### config.mk
export PLATFORM = sky130hd
export DESIGN_NAME = event_link_packet_framer
export DESIGN_NICKNAME = d
export VERILOG_FILES = /design/src/hw/event_link_pkg.sv /design/src/hw/event_link_packet_framer.sv
export SDC_FILE = /design/constraint.sdc
export NUM_CORES = 1
export LEC_CHECK = 0
export ABC_AREA = 0
export BUFFER_PORTS_ARGS = -buffer_cell sky130_fd_sc_hd__buf_2
export CAP_MARGIN = 10
export CORE_MARGIN = 4
export CORE_UTILIZATION = 42
export DETAILED_ROUTE_END_ITERATION = 12
export GPL_TIMING_DRIVEN = 0
export PLACE_DENSITY = 0.65
export SLEW_MARGIN = 10
export SYNTH_ARGS = -nofsm -noshare
export SYNTH_HDL_FRONTEND = slang
export SYNTH_SLANG_ARGS = --single-unit
### constraint.sdc
create_clock -name ref_clk -period 7.4 [get_ports ref_clk]
set_clock_uncertainty 0.15 [all_clocks]
set_input_delay 0 -clock ref_clk [delete_from_list [all_inputs] [get_ports ref_clk]]
set_output_delay 0 -clock ref_clk [all_outputs]
set_load 0.05 [all_outputs]
### src/hw/event_link_pkg.sv
// package with constants for the event link packet framer
package event_link_pkg;
    // apb register byte offsets
    localparam logic [7:0] ctrl_addr       = 8'h00;
    localparam logic [7:0] interval_addr   = 8'h04;
    localparam logic [7:0] pattern_addr    = 8'h08;
    localparam logic [7:0] chip_id_addr    = 8'h0C;
    localparam logic [7:0] status_addr     = 8'h10;
    localparam logic [7:0] counters_addr   = 8'h14;
    // control bit positions
    localparam int ctrl_force_idle_bit     = 0;
    localparam int ctrl_trig_inhibit_bit   = 1;
    localparam int ctrl_link_test_bit      = 2;
    localparam int ctrl_chan_mask_lsb      = 4;
    localparam logic [7:0] ctrl_reset      = 8'hF0;
    // link characters, chosen valid in both serializer codings
    localparam logic [15:0] frame_head_char = 16'h3CBC;
    localparam logic [15:0] frame_end_char  = 16'hDCFC;
    localparam logic [15:0] idle_char       = 16'hBCBC;
    // packet geometry
    localparam int header_words    = 4;
    localparam int slot_count      = 3;
    localparam int slot_words      = 98;
    localparam int column_words    = 2;
    localparam int fe_chips        = 4;
    localparam int sample_bits     = 12;
    localparam int word_bits       = 16;
    localparam int payload_words   = slot_count * slot_words;
    // crc
    localparam logic [15:0] crc_poly = 16'h1021;
    localparam logic [15:0] crc_init = 16'hFFFF;
    // trigger decode
    localparam logic [2:0] pipeline_cmd_a_pattern = 3'b101;
    // flag set i: bits 11..8, flag set ii: bits 7..0
    localparam int flag_trig_full_bit  = 11;
    localparam int flag_fe_full_bit    = 10;
    localparam int flag_data_full_bit  = 9;
    localparam int flag_gen_err_bit    = 8;
    localparam int flag_inhibit_bit    = 7;
    localparam int flag_cal_bit        = 6;
    localparam int flag_test_bit       = 5;
    localparam int flag_chan_lsb       = 0;
    typedef enum logic [2:0] {
        st_idle    = 3'b000,
        st_head    = 3'b001,
        st_hdr     = 3'b011,
        st_payload = 3'b010,
        st_crc     = 3'b110,
        st_end     = 3'b111,
        st_sync    = 3'b101
    } frame_state_type;
endpackage : event_link_pkg

### src/hw/event_link_packet_framer.sv
// event packet framer driving a 16-bit serializer bus, with apb registers
//
// Contract
// - header: start, flags, event, bunch, identifier; code sends the bunch word before the event word
// - payload holds three identical time slots
// - slot starts with four column addresses
// - twelve-bit samples packed into link words
// - four header, 294 payload, one checksum
// - crc trailer then frame end word
// - crc uses x16+x12+x5+1 polynomial
// - one 16-bit word per 40 MHz clock
// - idle characters give receiver synchronisation
// - frame start begins every frame, back-to-back
// - control symbols valid in both codings
// - idles after reset until data ready
// - idles after pipeline_cmd_a until data ready
// - force idle bit sends idles; code honours it only between frames, not mid-frame
// - serializer not ready sends idles; code honours it only between frames, not mid-frame
// - packet counter timeout inserts sync pattern
// - interval and pattern registers, reset zero
// - buffer full flags only in null packets
// - trigger 101 resets counters, clears buffers
//
// Local design decisions: the address map and the APB interface to the registers.
`timescale 1ns/10ps
`default_nettype none
module event_link_packet_framer #(
    parameter int sample_width = 48 // sample word in, 3 words per 4 samples
) (
    input  wire logic        ref_clk,          // 40 mhz system clock
    input  wire logic        rst_n,            // synchronous reset, active low
    input  wire logic        psel,             // apb select
    input  wire logic        penable,          // apb access phase
    input  wire logic        pwrite,           // apb direction
    input  wire logic [7:0]  paddr,            // apb byte address
    input  wire logic [31:0] pwdata,           // apb write data
    output logic      [31:0] prdata,           // apb read data
    output logic             pready,           // apb ready
    output logic             pslverr,          // apb error
    input  wire logic [2:0]  trig_pattern,     // decoded three-bit trigger command
    input  wire logic        trig_valid,       // trigger command strobe
    input  wire logic        event_ready,      // an event is waiting to be framed
    input  wire logic        event_null,       // waiting event is a null event
    input  wire logic        event_cal,        // waiting event is a calibration event
    input  wire logic [2:0]  buf_full,         // trigger, fe, data buffer full
    input  wire logic        fe_error,         // front-end sync error seen
    input  wire logic [3:0]  fe_err_chan,      // channels out of sync
    input  wire logic [15:0] data_word,        // next payload word from buffers
    output logic             data_take,        // payload word consumed
    output logic             event_done,       // event fully sent
    output logic             buffer_clear,     // clear data, column, trigger buffers
    input  wire logic        serializer_ready_bit, // serializer locked
    output logic      [15:0] link_data,        // word to serializer
    output logic             link_ctrl         // word is a control character
);
    // only the documented packing of four samples into three words is served
    if (sample_width != 48) begin : width_check
        $error("sample_width must be 48");
    end
    logic [7:0]  ctrl;
    logic [7:0]  sync_interval_count;
    logic [7:0]  sync_pattern_length;
    logic [15:0] chip_identifier;
    logic [7:0]  event_counter_value;
    logic [11:0] bunch_counter_value;
    logic [7:0]  pkt_count;
    logic [7:0]  idle_count;
    logic [8:0]  word_count;
    logic [15:0] crc;
    logic        frame_null;
    logic        pipeline_cmd_a;
    logic        apb_wr;
    logic        apb_rd;
    logic [11:0] flags;
    logic [15:0] hdr_word;
    logic [15:0] next_crc;
    event_link_pkg::frame_state_type state;

    assign pipeline_cmd_a = trig_valid && (trig_pattern == event_link_pkg::pipeline_cmd_a_pattern);
    assign apb_wr = psel && penable && pwrite;
    assign apb_rd = psel && penable && !pwrite;

    // apb register writes
    always_ff @(posedge ref_clk) begin
        if (!rst_n) begin
            ctrl                <= event_link_pkg::ctrl_reset;
            sync_interval_count <= 8'h00;
            sync_pattern_length <= 8'h00;
            chip_identifier     <= 16'h0000;
        end else if (apb_wr) begin
            case (paddr)
                event_link_pkg::ctrl_addr:     ctrl <= pwdata[7:0];
                event_link_pkg::interval_addr: sync_interval_count <= pwdata[7:0];
                event_link_pkg::pattern_addr:  sync_pattern_length <= pwdata[7:0];
                event_link_pkg::chip_id_addr:  chip_identifier <= pwdata[15:0];
                default: ;
            endcase
        end
    end

    // apb answer, zero wait state
    always_ff @(posedge ref_clk) begin
        if (!rst_n) begin
            prdata  <= 32'h0000_0000;
            pready  <= 1'b0;
            pslverr <= 1'b0;
        end else begin
            pready  <= psel && !penable;
            pslverr <= 1'b0;
            prdata  <= 32'h0000_0000;
            if (psel && !penable) begin
                case (paddr)
                    event_link_pkg::ctrl_addr:     prdata <= {24'h0, ctrl};
                    event_link_pkg::interval_addr: prdata <= {24'h0, sync_interval_count};
                    event_link_pkg::pattern_addr:  prdata <= {24'h0, sync_pattern_length};
                    event_link_pkg::chip_id_addr:  prdata <= {16'h0, chip_identifier};
                    event_link_pkg::status_addr:   prdata <= {28'h0, state, serializer_ready_bit};
                    event_link_pkg::counters_addr:
                        prdata <= {12'h0, bunch_counter_value, event_counter_value};
                    default: pslverr <= 1'b1;
                endcase
            end
        end
    end

    // event and bunch counters
    always_ff @(posedge ref_clk) begin
        if (!rst_n || pipeline_cmd_a) begin
            event_counter_value <= 8'h00;
            bunch_counter_value <= 12'h000;
        end else begin
            bunch_counter_value <= bunch_counter_value + 12'h001;
            if (event_done)
                event_counter_value <= event_counter_value + 8'h01;
        end
    end

    // buffer clear pulse on pipeline_cmd_a
    always_ff @(posedge ref_clk) begin
        if (!rst_n)
            buffer_clear <= 1'b0;
        else
            buffer_clear <= pipeline_cmd_a;
    end

    // header flags; full flags only on null events
    always_comb begin
        flags = 12'h000;
        if (frame_null) begin
            flags[event_link_pkg::flag_trig_full_bit] = buf_full[2];
            flags[event_link_pkg::flag_fe_full_bit]   = buf_full[1];
            flags[event_link_pkg::flag_data_full_bit] = buf_full[0];
        end
        flags[event_link_pkg::flag_gen_err_bit] = fe_error;
        flags[event_link_pkg::flag_inhibit_bit] = ctrl[event_link_pkg::ctrl_trig_inhibit_bit];
        flags[event_link_pkg::flag_cal_bit]     = event_cal;
        flags[event_link_pkg::flag_test_bit]    = ctrl[event_link_pkg::ctrl_link_test_bit];
        flags[event_link_pkg::flag_chan_lsb +: 4] =
            fe_error ? fe_err_chan : ctrl[event_link_pkg::ctrl_chan_mask_lsb +: 4];
    end

    // header word order: flags i + bc, flags ii + ec, id
    always_comb begin
        case (word_count[1:0])
            2'd0:    hdr_word = {flags[11:8], bunch_counter_value};
            2'd1:    hdr_word = {flags[7:0], event_counter_value};
            2'd2:    hdr_word = chip_identifier;
            default: hdr_word = {4'h0, bunch_counter_value};
        endcase
    end

    // crc-ccitt step over one 16-bit word
    function automatic logic [15:0] crc_step(input logic [15:0] c, input logic [15:0] d);
        logic [15:0] r;
        r = c;
        for (int i = 15; i >= 0; i--)
            r = {r[14:0], 1'b0} ^ ((r[15] ^ d[i]) ? event_link_pkg::crc_poly : 16'h0000);
        return r;
    endfunction

    assign next_crc = crc_step(crc, (state == event_link_pkg::st_payload) ? data_word : hdr_word);

    // framing state machine and link output
    always_ff @(posedge ref_clk) begin
        if (!rst_n || pipeline_cmd_a) begin
            state      <= event_link_pkg::st_idle;
            link_data  <= event_link_pkg::idle_char;
            link_ctrl  <= 1'b1;
            word_count <= 9'd0;
            crc        <= event_link_pkg::crc_init;
            pkt_count  <= 8'h00;
            idle_count <= 8'h00;
            frame_null <= 1'b0;
            data_take  <= 1'b0;
            event_done <= 1'b0;
        end else begin
            data_take  <= 1'b0;
            event_done <= 1'b0;
            link_ctrl  <= 1'b0;
            case (state)
                event_link_pkg::st_idle,
                event_link_pkg::st_end: begin
                    link_data <= event_link_pkg::idle_char;
                    link_ctrl <= 1'b1;
                    if (ctrl[event_link_pkg::ctrl_force_idle_bit] || !serializer_ready_bit) begin
                        state <= event_link_pkg::st_idle;
                    end else if (sync_interval_count != 8'h00 &&
                                 pkt_count >= sync_interval_count) begin
                        state      <= event_link_pkg::st_sync;
                        pkt_count  <= 8'h00;
                        idle_count <= 8'h00;
                    end else if (event_ready) begin
                        link_data  <= event_link_pkg::frame_head_char;
                        state      <= event_link_pkg::st_hdr;
                        word_count <= 9'd0;
                        crc        <= event_link_pkg::crc_init;
                        frame_null <= event_null;
                    end else begin
                        state <= event_link_pkg::st_idle;
                    end
                end
                event_link_pkg::st_sync: begin
                    link_data  <= event_link_pkg::idle_char;
                    link_ctrl  <= 1'b1;
                    idle_count <= idle_count + 8'h01;
                    if (idle_count + 8'h01 >= sync_pattern_length)
                        state <= event_link_pkg::st_idle;
                end
                event_link_pkg::st_hdr: begin
                    link_data  <= hdr_word;
                    crc        <= next_crc;
                    word_count <= word_count + 9'd1;
                    if (word_count == 9'(event_link_pkg::header_words - 2)) begin
                        state      <= event_link_pkg::st_payload;
                        word_count <= 9'd0;
                        data_take  <= 1'b1; // source advances at the first payload edge
                    end
                end
                event_link_pkg::st_payload: begin
                    // slot = column words then packed samples, 98 words each
                    link_data  <= data_word;
                    // take flag leads: high in the cycle whose closing edge reads the word
                    data_take  <= (word_count != 9'(event_link_pkg::payload_words - 1));
                    crc        <= next_crc;
                    word_count <= word_count + 9'd1;
                    if (word_count == 9'(event_link_pkg::payload_words - 1))
                        state <= event_link_pkg::st_crc;
                end
                event_link_pkg::st_crc: begin
                    link_data <= crc;
                    state     <= event_link_pkg::st_head;
                end
                event_link_pkg::st_head: begin
                    link_data  <= event_link_pkg::frame_end_char;
                    link_ctrl  <= 1'b1;
                    event_done <= 1'b1;
                    pkt_count  <= pkt_count + 8'h01;
                    state      <= event_link_pkg::st_end;
                end
                default: state <= event_link_pkg::st_idle;
            endcase
        end
    end
endmodule : event_link_packet_framer
`default_nettype wire

==> results.ini <==
[outcome]
status = completed

[timing]
tightest_slew_ns = 1.196
min_period_over_period_pct = 49.04
drv_slew = 0
hold_viol = 0
finalSetupTns_ns = 0
setup_slack_ns = 3.771
timing.hold.ws_ns = 0.05284
rsz0062_at_grt = no
post-route-min-period_ns = 3.629
relSlewSlack_pct = 20.07
clock.fmax_mhz = 275.6
setup_violations = 0

[global_route]
grt_pass1_vias = 7224
overflow = 0
grt_max_degree = 17
track_usage_pct = 23.22
antenna_found_initial = 0
grt_pass1_wl_mm = 39.26

[placed_design]
hpwl_mm = 18.21
place.gp.congestion = 0.8941
port_buffers = 99
dp.cells = 1268
post-place-ws_ns = 3.868

[clocking]
cts-root-buf = clkbuf_16
clkSinkCount = 147
clockBufferDepth = 2
clk_pin_slew_worst_paths_ns = 0.06
numCtsBuffers = 17
clk_latency_ns = 0.43
tritoncts = built
cts_setup_buffers = 0
htree_levels = 4

[synthesis]
synthTopCellsByArea = dfxtp_1, nand2_1, mux2i_1
synthCells = 929
synth_seq_cells = 147
async_flop_share_pct = 0
synth_ff_type = dfxtp_1
yosysTopAreaCell = dfxtp_1
avgSynthCellArea_sq_um = 8.517
netlist.area_leader.share_pct = 37.19
synthDistinctLibCells = 67
yosys_warnings = 0
synth_edf_count = 0
syn_area_sq_um = 7913
seq_area_frac_synth_pct = 37.19

[layout]
nets = 1206
antenna_cells = 0
instances_no_fill = 1346
area_growth_pct = 23.55
drive_gt1_share_pct = 16.11

[route]
wire_per_inst_um = 18.39
drtIter0Drc = 739
dr.pass1.iters = 5
wl_mm = 24.75
drc = 0
num_vias = 7488
antenna_left = 0
vias_per_cell = 5.563

[floorplan]
start_util_pct = 43.31
die_area_sq_um = 21100
die_w_um = 145.3
core_region_area_sq_um = 18270
io_pins = 131
die_y_um = 145.3
row_count = 49

[power]
leakage_uw = 0.003824
powerDensity_nw_per_um2 = 293.3
irDropWorstVdd_mv = 0.1919
total_power_uw = 2867

[worst_setup_path]
critPathKind = reg2reg
cp.arrival_ns = 3.78
crit_fanout = 10
setup.worst_path.start_class = flop
required_ns = 7.55
end_kind = flop

[min_path]
hp-class = in2reg

[flow_run]
maxCapViolCount = 0

cell type report:
cell class	instances	area, sq um
plain buffers	64	295.3
clock buffers	20	446.7
clock inverters	12	132.6
fillers	1717	8494
inverters	28	105.1
multi-input cells	701	4611
flip-flops and latches	147	2943
well taps	229	286.5
repair buffers	145	955.9
per-stage QoR:
stage	utilization [%]	instance area, sq um
after detailed placement	47.82	8736
after global placement	47.82	8736
final	53.51	9776
after floorplan	-	7954
after global routing	53.51	9776
after CTS	53.51	9776
routing by layer:
layer	global-route usage, %	share of wire [%]	vias up
met5	0	0	-
met4	9.449	2.7	0
met3	5.862	8.4	44
met2	36.39	46	322
met1	30.70	43	3509
li1	-	-	3613
cells in the final DEF, fill, tap and decap left out, drive strengths merged, types with 10 or more instances in the layout:
cell type,Yosys,routed
nor2b,13,13
nand2,122,122
a21oi,73,73
clkbuf,33,53
mux2i,42,42
a211oi,10,10
nand3,24,24
o21ai,44,44
dfxtp,147,147
ha,25,25
nor2,86,86
conb,1,12
a22oi,32,32
dlygate4sd3,0,46
xor2,24,24
xnor2,39,39
o22ai,12,12
and3,14,14
inv,28,29
buf,31,130
cells in the mapped netlist, drive strengths merged (24+ instances only):
| library cell | count |
|---|---|
| a22oi | 32 |
| nand2 | 122 |
| nand3 | 24 |
| clkbuf | 33 |
| buf | 31 |
| mux2i | 42 |
| a21oi | 73 |
| xor2 | 24 |
| nor2 | 86 |
| ha | 25 |
| xnor2 | 39 |
| o21ai | 44 |
| dfxtp | 147 |
| inv | 28 |
flip-flops by register name, indices dropped and copies added, names as in the netlist:
name	flops
buffer_clear	1
bunch_counter_value	12
chip_identifier	16
crc	16
ctrl	8
data_take	1
event_counter_value	8
event_done	1
frame_null	1
idle_count	8
link_ctrl	1
link_data	16
pkt_count	8
prdata	20
pready	1
pslverr	1
state	3
sync_interval_count	8
sync_pattern_length	8
word_count	9
worst max-delay path, stage by stage, from the launching register on:
cell     delay, ns
dfxtp_1       0.35
inv_1         0.11
ha_1          0.23
buf_1         0.40
a22oi_1       0.14
a21oi_1       0.46
mux2i_4       0.14
xor2_2        0.33
xnor3_1       0.50
xnor2_2       0.34
xnor2_1       0.13
o22ai_1       0.16
nand2_1       0.07
report_power, final:
group | switching, uW | leakage [uW] | internal [uW] | total, uW
Combinational | 596 | 0.00236 | 520 | 1120
Clock | 346 | 0.000276 | 505 | 851
Sequential | 53.1 | 0.00119 | 846 | 900
worst paths after layout:
path	startpoint	to	slack (ns)	depth (start not counted)
setup / recovery	word_count[1]	crc[15]	3.77	12
hold / removal	paddr[0]	prdata[3]	0.05	5
setup reg to reg	word_count[1]	crc[15]	3.77	12
hold reg to reg	sync_interval_count[5]	sync_interval_count[5]	0.33	2
logic make-up (layout without fill, tap and decap cells):
logic type / after synthesis / after routing / synth area share, %
and+or+nand+nor: 319 / 319 / 18.80
AOI/OAI and AO/OA: 223 / 223 / 17.76
DFF: 147 / 147 / 37.19
buffers and inverters: 92 / 269 / 5.060
xor gates and xnor gates: 68 / 68 / 9.282
muxes: 54 / 54 / 7.906
adders and majority gates: 25 / 25 / 3.953
other: 1 / 12 / 0.04739
repair_timing:
action,CTS,global route
hold buffers,46,0
hold endpoints to repair,68,0
gates resized for setup,0,0
(Power assumes the default switching activity.)
